**src/pcsk_pkg.sv**
```systemverilog
package pcsk_pkg;

   // Register indices inside the legacy socket register set
   localparam logic [7:0] IDREV_IDX  = 8'h00;
   localparam logic [7:0] IFSTAT_IDX = 8'h01;
   localparam logic [7:0] PWR_IDX    = 8'h02;
   localparam logic [7:0] IGC_IDX    = 8'h03;

   // Identification and revision register
   localparam logic [3:0] ORIG_MODE_REV = 4'h2;
   localparam logic [1:0] IFTYPE_VAL    = 2'h2;
   localparam int         REV_MSB       = 3;
   localparam int         IDRW_MSB      = 5;

   // Power control register fields
   localparam int         PWR_OE_BIT    = 7;
   localparam int         PWR_AUTO_BIT  = 5;
   localparam int         PWR_VCCEN_BIT = 4;
   localparam int         PWR_VCC_LSB   = 3;
   localparam int         PWR_VPP_LSB   = 0;
   localparam logic [7:0] PWR_MASK_ORIG = 8'hb3;
   localparam logic [7:0] PWR_MASK_EXT  = 8'h9b;
   localparam logic [7:0] PWR_RESET     = 8'h00;

   // Interface status register
   localparam int         IFSTAT_PWR_BIT = 6;

   // Interrupt and general control register fields
   localparam int         IGC_RING_BIT = 7;
   localparam int         IGC_RST_BIT  = 6;
   localparam int         IGC_TYPE_BIT = 5;
   localparam int         IGC_CSC_BIT  = 4;
   localparam int         IGC_SEL_MSB  = 3;
   localparam logic [7:0] IGC_RESET    = 8'h00;

   localparam logic [3:0] SEL_NONE = 4'h0;
   localparam logic [3:0] SEL_SMI  = 4'h2;
   localparam logic [7:0] RD_ZERO  = 8'h00;

   // Vcc request field codes of the extended layout
   localparam logic [1:0] VCCF_0V   = 2'h0;
   localparam logic [1:0] VCCF_RSVD = 2'h1;
   localparam logic [1:0] VCCF_5V   = 2'h2;
   localparam logic [1:0] VCCF_3V3  = 2'h3;

   typedef enum logic [1:0] {
      VPP_NONE = 2'h0,
      VPP_VCC  = 2'h1,
      VPP_12V  = 2'h2,
      VPP_RSVD = 2'h3
   } pcsk_vpp_t;

   typedef enum logic [1:0] {
      VCC_OFF = 2'h0,
      VCC_5V  = 2'h1,
      VCC_3V3 = 2'h2
   } pcsk_vcc_t;

   typedef struct packed {
      logic       wr;
      logic       rd;
      logic [7:0] idx;
      logic [7:0] wdata;
   } pcsk_req_t;

   typedef struct packed {
      logic      out_en;
      logic      auto_sw;
      pcsk_vcc_t vcc;
      pcsk_vpp_t vpp;
      logic      pwr_on;
   } pcsk_pwr_t;

   typedef struct packed {
      logic [7:0] pwr;
      logic [7:0] igc;
      logic [5:0] idrev;
      logic [7:0] rdata;
      logic [1:0] ring_sync;
      logic [1:0] irq_sync;
   } pcsk_state_t;

endpackage : pcsk_pkg

```
**src/pcsk_socket_ctrl.sv**
```systemverilog
// Behaviour
// - Power register bit 7 enables all 16-bit card output drivers; reset disabled.
// - Revision field 0010 selects original layout; otherwise extended power register layout.
// - Original layout: power bits 6, 3, 2 read zero and ignore writes.
// - Original layout: bit 5 enables automatic power switching from card detects.
// - Original layout: bit 4 enables Vcc, level from system power select bit.
// - Vpp field 00 none, 01 equals Vcc, 10 is 12 V, 11 reserved.
// - Vpp field ignored and Vpp off while socket Vcc is off.
// - Extended layout: Vcc field 00 0 V, 01 0 V, 10 5 V, 11 3.3 V.
// - Extended layout: power bits 6, 5, 2 always read zero.
// - Status bit 6 shows whether socket Vcc is switched on.
// - Control bit 7 makes the battery-detect-1 pin a ring indicate input.
// - Control bit 6 low asserts 16-bit card reset; no effect on 32-bit cards.
// - Control bit 5 gives card kind: 0 memory, 1 I/O.
// - Control bit 4 sends status-change interrupts to PCI, else to line select.
// - Select 0000 routes functional interrupts to PCI, ORed with status-change routing bit.
`timescale 1ns/1ps
`default_nettype none

module pcsk_socket_ctrl #(
   parameter logic [3:0]  REV_RESET     = 4'h4,
   parameter logic [15:0] LEGIBLE_CODES = 16'h9fbe
) (
   input  wire logic                 sys_clk,
   input  wire logic                 rst_n,
   input  wire pcsk_pkg::pcsk_req_t  reg_req,
   output logic [7:0]                reg_rdata,
   input  wire logic                 system_vcc_level_select,
   input  wire logic                 card_is_32bit,
   input  wire logic                 battery_detect1_ring_pin,
   input  wire logic                 card_func_irq,
   output pcsk_pkg::pcsk_pwr_t       socket_power,
   output logic                      compat_orig_mode,
   output logic                      card_reset,
   output logic                      installed_card_kind,
   output logic                      ring_indicate_enable,
   output logic                      ring_indicate,
   output logic                      battery_detect1_level,
   output logic                      status_change_pci_routing,
   output logic                      status_change_line_select,
   output logic [15:0]               legacy_irq_lines,
   output logic                      smi_req,
   output logic                      pci_func_irq
);
   import pcsk_pkg::*;

   pcsk_state_t st_ff;
   pcsk_state_t nxt_st;
   logic        orig;
   logic [7:0]  pwr_mask;
   logic [7:0]  pwr_view;
   logic        vcc_on;
   logic [1:0]  vcc_code;
   logic [1:0]  vpp_code;

   // Layout decode for the power register
   always_comb begin
      orig     = (st_ff.idrev[REV_MSB:0] == ORIG_MODE_REV);
      pwr_mask = orig ? PWR_MASK_ORIG : PWR_MASK_EXT;
      pwr_view = st_ff.pwr & pwr_mask;
      vcc_code = st_ff.pwr[PWR_VCC_LSB +: 2];
      vpp_code = st_ff.pwr[PWR_VPP_LSB +: 2];
      if (orig) begin
         vcc_on = st_ff.pwr[PWR_VCCEN_BIT];
      end else begin
         vcc_on = (vcc_code == VCCF_5V) || (vcc_code == VCCF_3V3);
      end
   end

   // Power outputs
   always_comb begin
      socket_power.out_en  = st_ff.pwr[PWR_OE_BIT];
      socket_power.auto_sw = orig && st_ff.pwr[PWR_AUTO_BIT];
      socket_power.pwr_on  = vcc_on;
      if (!vcc_on) begin
         socket_power.vcc = VCC_OFF;
      end else if (orig) begin
         socket_power.vcc = system_vcc_level_select ? VCC_3V3 : VCC_5V;
      end else begin
         socket_power.vcc = (vcc_code == VCCF_3V3) ? VCC_3V3 : VCC_5V;
      end
      if (!vcc_on || vpp_code == VPP_RSVD) begin
         socket_power.vpp = VPP_NONE;
      end else begin
         socket_power.vpp = pcsk_vpp_t'(vpp_code);
      end
   end

   // Register writes, reads and pin synchronisers
   always_comb begin
      nxt_st           = st_ff;
      nxt_st.ring_sync = {st_ff.ring_sync[0], battery_detect1_ring_pin};
      nxt_st.irq_sync  = {st_ff.irq_sync[0], card_func_irq};
      if (reg_req.wr) begin
         unique case (reg_req.idx)
            IDREV_IDX: nxt_st.idrev = reg_req.wdata[IDRW_MSB:0];
            PWR_IDX:   nxt_st.pwr   = reg_req.wdata & pwr_mask;
            IGC_IDX:   nxt_st.igc   = reg_req.wdata;
            default:   nxt_st.pwr   = st_ff.pwr;
         endcase
      end
      if (reg_req.rd) begin
         unique case (reg_req.idx)
            IDREV_IDX:  nxt_st.rdata = {IFTYPE_VAL, st_ff.idrev};
            IFSTAT_IDX: nxt_st.rdata = 8'(vcc_on) << IFSTAT_PWR_BIT;
            PWR_IDX:    nxt_st.rdata = pwr_view;
            IGC_IDX:    nxt_st.rdata = st_ff.igc;
            default:    nxt_st.rdata = RD_ZERO;
         endcase
      end
   end

   always_ff @(posedge sys_clk or negedge rst_n) begin
      if (!rst_n) begin
         st_ff <= '{pwr: PWR_RESET, igc: IGC_RESET, idrev: {2'h0, REV_RESET},
                    rdata: RD_ZERO, ring_sync: 2'h0, irq_sync: 2'h0};
      end else begin
         st_ff <= nxt_st;
      end
   end

   // Control outputs
   always_comb begin
      reg_rdata                 = st_ff.rdata;
      compat_orig_mode          = orig;
      ring_indicate_enable      = st_ff.igc[IGC_RING_BIT];
      ring_indicate             = st_ff.igc[IGC_RING_BIT] && st_ff.ring_sync[1];
      battery_detect1_level     = !st_ff.igc[IGC_RING_BIT] && st_ff.ring_sync[1];
      card_reset                = !st_ff.igc[IGC_RST_BIT] && !card_is_32bit;
      installed_card_kind       = st_ff.igc[IGC_TYPE_BIT];
      status_change_pci_routing = st_ff.igc[IGC_CSC_BIT];
      status_change_line_select = !st_ff.igc[IGC_CSC_BIT];
   end

   pcsk_irq_route #(
      .LEGIBLE_CODES(LEGIBLE_CODES)
   ) u_route (
      .functional_irq_line_select(st_ff.igc[IGC_SEL_MSB:0]),
      .card_irq                  (st_ff.irq_sync[1]),
      .status_change_pci_routing (st_ff.igc[IGC_CSC_BIT]),
      .legacy_irq_lines          (legacy_irq_lines),
      .smi_req                   (smi_req),
      .pci_func_irq              (pci_func_irq)
   );
endmodule : pcsk_socket_ctrl

`default_nettype wire

```
**src/pcsk_irq_route.sv**
```systemverilog
`timescale 1ns/1ps
`default_nettype none

module pcsk_irq_route #(
   parameter logic [15:0] LEGIBLE_CODES = 16'h9fbe
) (
   input  wire logic [3:0]  functional_irq_line_select,
   input  wire logic        card_irq,
   input  wire logic        status_change_pci_routing,
   output logic [15:0]      legacy_irq_lines,
   output logic             smi_req,
   output logic             pci_func_irq
);
   import pcsk_pkg::*;

   function automatic logic [15:0] line_onehot(input logic [3:0] sel);
      logic [15:0] v;
      v = '0;
      if (sel != SEL_NONE && sel != SEL_SMI && LEGIBLE_CODES[sel]) begin
         v[sel] = 1'b1;
      end
      return v;
   endfunction : line_onehot

   always_comb begin
      legacy_irq_lines = card_irq ? line_onehot(functional_irq_line_select) : '0;
      smi_req          = card_irq && (functional_irq_line_select == SEL_SMI);
      pci_func_irq     = card_irq && ((functional_irq_line_select == SEL_NONE)
                                      || status_change_pci_routing);
   end

endmodule : pcsk_irq_route

`default_nettype wire

```
**config.mk**
```make
export PLATFORM = sky130hd
export DESIGN_NAME = pcsk_socket_ctrl
export DESIGN_NICKNAME = d
export VERILOG_FILES = /design/src/pcsk_pkg.sv /design/src/pcsk_socket_ctrl.sv /design/src/pcsk_irq_route.sv
export SDC_FILE = /design/constraint.sdc
export NUM_CORES = 1
export LEC_CHECK = 0
export BUFFER_PORTS_ARGS = -buffer_cell sky130_fd_sc_hd__buf_2
export CELL_PAD_IN_SITES_DETAIL_PLACEMENT = 1
export CELL_PAD_IN_SITES_GLOBAL_PLACEMENT = 1
export CORE_ASPECT_RATIO = 1.1
export CORE_UTILIZATION = 34
export CTS_BUF_LIST = sky130_fd_sc_hd__clkbuf_4
export DETAILED_ROUTE_END_ITERATION = 10
export MAX_ROUTING_LAYER = met4
export PLACE_DENSITY_LB_ADDON = 0.12
export SYNTH_ARGS = -nofsm -noshare
export SYNTH_HDL_FRONTEND = slang
export SYNTH_SLANG_ARGS = --single-unit
```
**constraint.sdc**
```tcl
create_clock -name sys_clk -period 1.7 [get_ports sys_clk]
set_clock_uncertainty 0.1 [all_clocks]
set_input_delay 0.17 -clock sys_clk [delete_from_list [all_inputs] [get_ports sys_clk]]
set_output_delay 0.17 -clock sys_clk [all_outputs]
set_load 0.005 [all_outputs]
```
# After elaboration in Yosys (flattened, before gate mapping)
# Memories as Yosys holds them, arrays and structs flattened.
# Cells that the tools add are included.
dict set report word_totals {
  ff_bits 34
  mem_bits_ro 16
  in_bits 24
  out_inout_bits 41
  elab_cells 56
  memories 1
}
# memory words width read_ports rd_ports_with_merged_regs wr line
set mem_list {}
lappend mem_list {{(name not given)} 16 1 1 0 0 pcsk_irq_route.sv:19} ;# if (sel != SEL_NONE && sel != SEL_SMI && LEGIBLE_CODES[sel]) begin
dict set report op_classes {
  magnitude_cmp 2
  eq_ne 9
  muxes 13
  bitwise_logic 2
  n_reduce_logical 23
}
# operator count
set op_table {}
lappend op_table {{2-to-1 mux 16 bit} 2}
lappend op_table {{case mux 8 bit (4 select lines)} 1}
lappend op_table {{bitwise AND 8 bit} 2}
lappend op_table {{equality test 8 x 2 -> 1 bit (second input constant)} 2}
lappend op_table {{2-to-1 mux 2 bit} 5}
lappend op_table {{logical AND 1 bit} 9}
lappend op_table {{equality test 4 x 2 -> 1 bit (second input constant)} 2}
lappend op_table {{equality test 8 x 1 -> 1 bit (second input constant)} 1}
lappend op_table {{logical NOT 8 bit} 1}
lappend op_table {{equality test 2 bit (second input constant)} 3}
lappend op_table {{2-to-1 mux 6 bit} 1}
lappend op_table {{AND reduction 2 bit} 3}
lappend op_table {{logical NOT 1 bit} 5}
lappend op_table {{< comparator 4 x 5 -> 1 bit (second input constant)} 1}
lappend op_table {{demux 1 bit (select 4 bit)} 1}
lappend op_table {{>= comparator 4 x 1 -> 1 bit (second input constant)} 1}
lappend op_table {{logical NOT 4 bit} 1}
lappend op_table {{!= test 4 x 2 -> 1 bit (second input constant)} 1}
lappend op_table {{nonzero test 4 bit} 1}
lappend op_table {{logical OR 1 bit} 3}
lappend op_table {{2-to-1 mux 1 bit} 3}

# Depth between registers and ports, before layout
dict set report logic_depth {
  ltp_word 6
  ltp_mapped 5
  ltp_nobuf 4
}

# By module
# From an unflattened synthesis, not the netlist that was laid out.
dict set report hier_totals {
  hier_cells 166
  hier_area_um2 1798.0
}
# module instances cells_each area_each_um2 seq_area_each_um2
set by_module_without_submodules {}
lappend by_module_without_submodules {pcsk_socket_ctrl 1 127 1534.0 802.0}
lappend by_module_without_submodules {pcsk_irq_route 1 39 264.0 0.0}

# Least setup slack after synthesis
# Ideal clock, no wire load.
dict set report synth_timing {
  path_type {register -> output}
  from {register st_ff[18] (netlist bit)}
  to {output legacy_irq_lines[1]}
  arrival_time_ns 1.478
  required_ns 1.430
  setup_slack_ns -0.048
  stages_incl_launch_ff 5
  path_buffers 0
  path_cell_list {dfrtp_1 > inv_1 > ha_1 > or4b_2 > nor2_1}
}
dict set report synth_via {
  elab_chain_cells 6
  elab_cells_between_ends 13
  classes_between {order compare: 2; eq/ne: 1; mux: 5; reduce/logical: 4; memory: 1}
}
# element line
set synth_rtl {}
lappend synth_rtl {{start, declared} pcsk_socket_ctrl.sv:47} ;# pcsk_state_t st_ff;
lappend synth_rtl {{start signal, assigned} pcsk_socket_ctrl.sv:115} ;# st_ff <= '{pwr: PWR_RESET, igc: IGC_RESET, idrev: {2'h0, REV_RESET},
lappend synth_rtl {{start signal, assigned} pcsk_socket_ctrl.sv:118} ;# st_ff <= nxt_st;
lappend synth_rtl {{< comparator 4 x 5 -> 1 bit (implied by the code) or >= comparator 4 x 1 -> 1 bit (tied branches)} pcsk_irq_route.sv:20} ;# v[sel] = 1'b1;
lappend synth_rtl {{logical AND 1 bit (implied by the code)} pcsk_irq_route.sv:20}
lappend synth_rtl {{2-to-1 mux 1 bit (implied by the code)} pcsk_irq_route.sv:20}
lappend synth_rtl {{demux 1 bit (select 4 bit)} n/a}
lappend synth_rtl {{2-to-1 mux 16 bit (*)} pcsk_irq_route.sv:19}
lappend synth_rtl {{2-to-1 mux 16 bit (*)} pcsk_irq_route.sv:26} ;# legacy_irq_lines = card_irq ? line_onehot(functional_irq_line_select) : '0;
lappend synth_rtl {{end, declared} pcsk_socket_ctrl.sv:41} ;# output logic [15:0] legacy_irq_lines,
# Mark *: on every way between the ends. The rest lies on a longest branch, timed or not. The select of a mux whose other input is x is not followed.

# Worst setup path in the final report
dict set report layout_timing {
  from {register st_ff[19] (netlist bit)}
  to {output legacy_irq_lines[3]}
}
# The elaborated chain is that of the path after synthesis.

==> flow_metrics.py <==
metrics = {
    "run_status": {
        "run_status": "finished, violations left",
        "violated_checks": "negative setup slack",
    },
    "final_layout": {
        "diodes": 0,
        "finish.utilization_pct": 50.2,
        "area_delta_synth_final_pct": 38.5,
        "fill_cells": 543,
        "seqCellArea_um2": 802,
        "most_used_cells_in_the_layout_excluding_fill_and_tap_cells": "buf_2, dfrtp_1, mux2_2",
        "layout_commonest_cell": "buf_2",
        "layout-drive-gt1-share_pct": 56.5,
        "num-nets-final": 268,
        "multiInputGateArea_um2": 902,
    },
    "clock_network": {
        "cts_sinks": 32,
        "cts.reportedPaths.clkPinSlew_ps": 100,
        "cts-root-buf": "clkbuf_4",
        "ctsHtreeMaxLevel": 2,
        "cts_tree": "yes",
        "clkLatencyLatePin_ps": 320,
        "bufs_on_longest_clock_path": 2,
        "cts_bufs_inserted": 5,
    },
    "placement": {
        "place.gp.congestion": 0.755,
        "dp.final_hpwl_um": 3660,
        "pre_cts_slack_ps": -1.75,
        "port_buffers": 62,
    },
    "timing": {
        "rsz_0062_raised_after_global_routing": "yes",
        "worstMarginPinSlew_ps": 745,
        "slack_of_the_critical_path_ps": -280,
        "post-route-min-period_ps": 1980,
        "timing.final.crit_share_pct": 116,
        "worst_max_slew_margin_expressed_relative_to_the_limit_pct": 50.4,
        "report.final.setup_viol": 13,
        "hold_violations": 0,
        "max_clock_freq_mhz": 505,
        "timing.final.max_slew_violations": 0,
    },
    "global_routing": {
        "grt_max_degree": 33,
        "grt_antenna_before_repair": 0,
        "first_global_vias": 1557,
        "grt_first_pass_wirelength_um": 8070,
        "globalRoute.totalOverflow": 0,
        "track_usage_pct": 19.9,
    },
    "die": {
        "floorplan.initialDensity_pct": 36.3,
        "design.die.area_um2": 5390,
        "io_pins": 65,
        "core.rowCount": 26,
        "die_height_um": 76.9,
        "die_w_um": 70.1,
        "fp.coreArea_um2": 4780,
    },
    "logic_synthesis": {
        "netlist_area_um2": 1730,
        "ys_seq_elements": 32,
        "most_area_hungry_cell_type_in_the_yosys_netlist": "dfrtp_1",
        "synth_cell_type_count": 36,
        "synth_area_leaders": "dfrtp_1, mux2_2, buf_4",
        "ys.warnings.count": 0,
        "synth-seq-area-share_pct": 46.2,
        "avgSynthCellArea_um2": 11.0,
        "synthCells": 158,
        "netlist.area_leader.share_pct": 44.7,
    },
    "route": {
        "first_pass_iters": 4,
        "detailroute.via_count": 1475,
        "vias_per_cell": 5.00,
        "initialDrtViolationCount": 79,
        "antenna_violating_nets_post_route": 0,
        "drt_wl_total_um": 5010,
        "avgRoutedWirePerCell_um": 17.0,
        "route.detailed.drc": 0,
    },
    "power_and_ir_drop": {
        "vdd.ir_drop.worst_uv": 332,
        "power.static_leakage_nw": 1.24,
        "power_density_nw_per_um2": 627,
    },
    "critical_path": {
        "timing.critical_path.from_type": "flip-flop",
        "critPathMaxFanout": 4,
        "rrSetupSlack_ps": 70,
        "r2r_end": "st_ff[29]",
        "worst-setup-path-type": "reg2out",
        "crit_family": "simple AND/OR/NAND/NOR gates",
        "critical_path.cell_chain": "inv_2 -> ha_2 -> or4b_4 -> nor2_2 -> buf_2",
        "r2r_start": "st_ff[12]",
        "worst-r2r-cell-count": 4,
        "timing.critical_path.to_type": "output port",
        "slowest_delay_ps": 550,
        "cpMaxStageDelayCell": "or4b_4",
        "worstPathBufferInverterCount": 2,
        "cp_data_arrival_time_ps": 1710,
        "critPathRequiredTime_ps": 1430,
    },
    "worst_hold_path": {
        "min_path_cells": 2,
        "hold_end": "reg_rdata[1]",
        "hold_path_class": "in2reg",
        "hold_crit_start": "reg_req[16]",
    },
    "run": {
        "max_cap_violations": 0,
    },
}
routing by layer:
| metal | vias up | part of all wire, % | track usage [%] |
|---|---|---|---|
| met1 | 729 | 41 | 23.1 |
| met4 | 0 | 0.58 | 6.40 |
| met5 | - | 0 | - |
| li1 | 700 | - | - |
| met2 | 42 | 54 | 34.2 |
| met3 | 4 | 4.1 | 4.07 |
power breakdown:
part	internal, mW	switching (mW)	total (mW)	leakage, nW
Combinational	0.127	0.121	0.249	0.784
Clock	0.191	0.247	0.438	0.0338
Sequential	0.790	0.0287	0.819	0.426
Total	1.11	0.397	1.51	1.24
metrics by stage:
stage / cells / area (µm²) / hold WS [ps] / setup TNS, ps / power, mW
floorplan: 159 / 1750 / -226 / 0 / 0.923
global placement: 271 / 2090 / 154 / 0 / 1.02
detailed placement: 271 / 2090 / 179 / -1.75 / 1.03
CTS: 295 / 2360 / 4.13 / -2690 / 1.52
global route: 295 / 2400 / 8.23 / -4360 / 1.60
finish: 295 / 2400 / 29.2 / -2620 / 1.51
sequential cells by signal, indices dropped and copies added, names as in the netlist:
signal,flops
installed_card_kind,1
nxt_st,2
reg_rdata,8
ring_indicate_enable,1
socket_power,1
st_ff,18
status_change_pci_routing,1
synth_stat cells:
cell type / n
dfstp_2: 1
nor3_1: 1
nor2_1: 19
or3b_2: 1
nor2b_1: 5
conb_1: 1
mux2_2: 23
dfrtp_1: 31
nor4_4: 1
or4b_2: 1
a221oi_1: 2
nand2_1: 11
clkinv_1: 1
and2_1: 2
inv_1: 6
clkbuf_1: 1
nor4b_2: 1
nand3b_1: 2
buf_2: 2
o22ai_1: 2
buf_4: 13
a21oi_1: 1
and2b_2: 1
nand3_1: 3
a2bb2oi_1: 1
and2_2: 1
nand4_1: 1
and2_0: 1
mux2i_1: 2
nand2b_1: 1
a22oi_1: 6
nand4_2: 2
o2bb2ai_1: 2
and3b_1: 1
ha_1: 6
o31ai_1: 2
worst max path at each step:
stage | start | endpoint | slack [ps] | cells after the start
after floorplan | st_ff[12] | st_ff[29] | 70 | 3
final | st_ff[19] | legacy_irq_lines[3] | -280 | 5
after detailed placement | st_ff[19] | legacy_irq_lines[3] | -2 | 5
after global routing | st_ff[18] | legacy_irq_lines[1] | -380 | 5
after CTS | st_ff[19] | legacy_irq_lines[3] | -300 | 5
after global placement | st_ff[19] | legacy_irq_lines[1] | 70 | 5
timing repair:
action                                 4_1_cts  5_1_grt
gates resized for setup                     16       10
buffers inserted                             7        1
endpoints found under the hold margin       46        0
setup endpoints to repair                   19       19
hold buffers                                11        0
pin swaps                                   11        0
area by class of cell:
class                   count  area share [%]
multi-input cells         104            37.6
flip-flops and latches     32            33.4
repair buffers             88            22.7
well taps                  56            2.92
clock buffers               7            2.19
inverters                   7            1.09
clock inverters             1           0.156
kinds of logic (layout without fill, tap and decap cells):
| logic type | Yosys count | in the layout | synth area share, % |
|---|---|---|---|
| mux | 25 | 25 | 16.1 |
| fa+ha+maj | 6 | 6 | 4.33 |
| buf+inv | 23 | 103 | 7.94 |
| other cells | 1 | 2 | 0.216 |
| compound gates | 16 | 16 | 7.00 |
| flops | 32 | 32 | 46.2 |
| simple gates | 55 | 55 | 18.2 |
(Power assumes the default switching activity.)
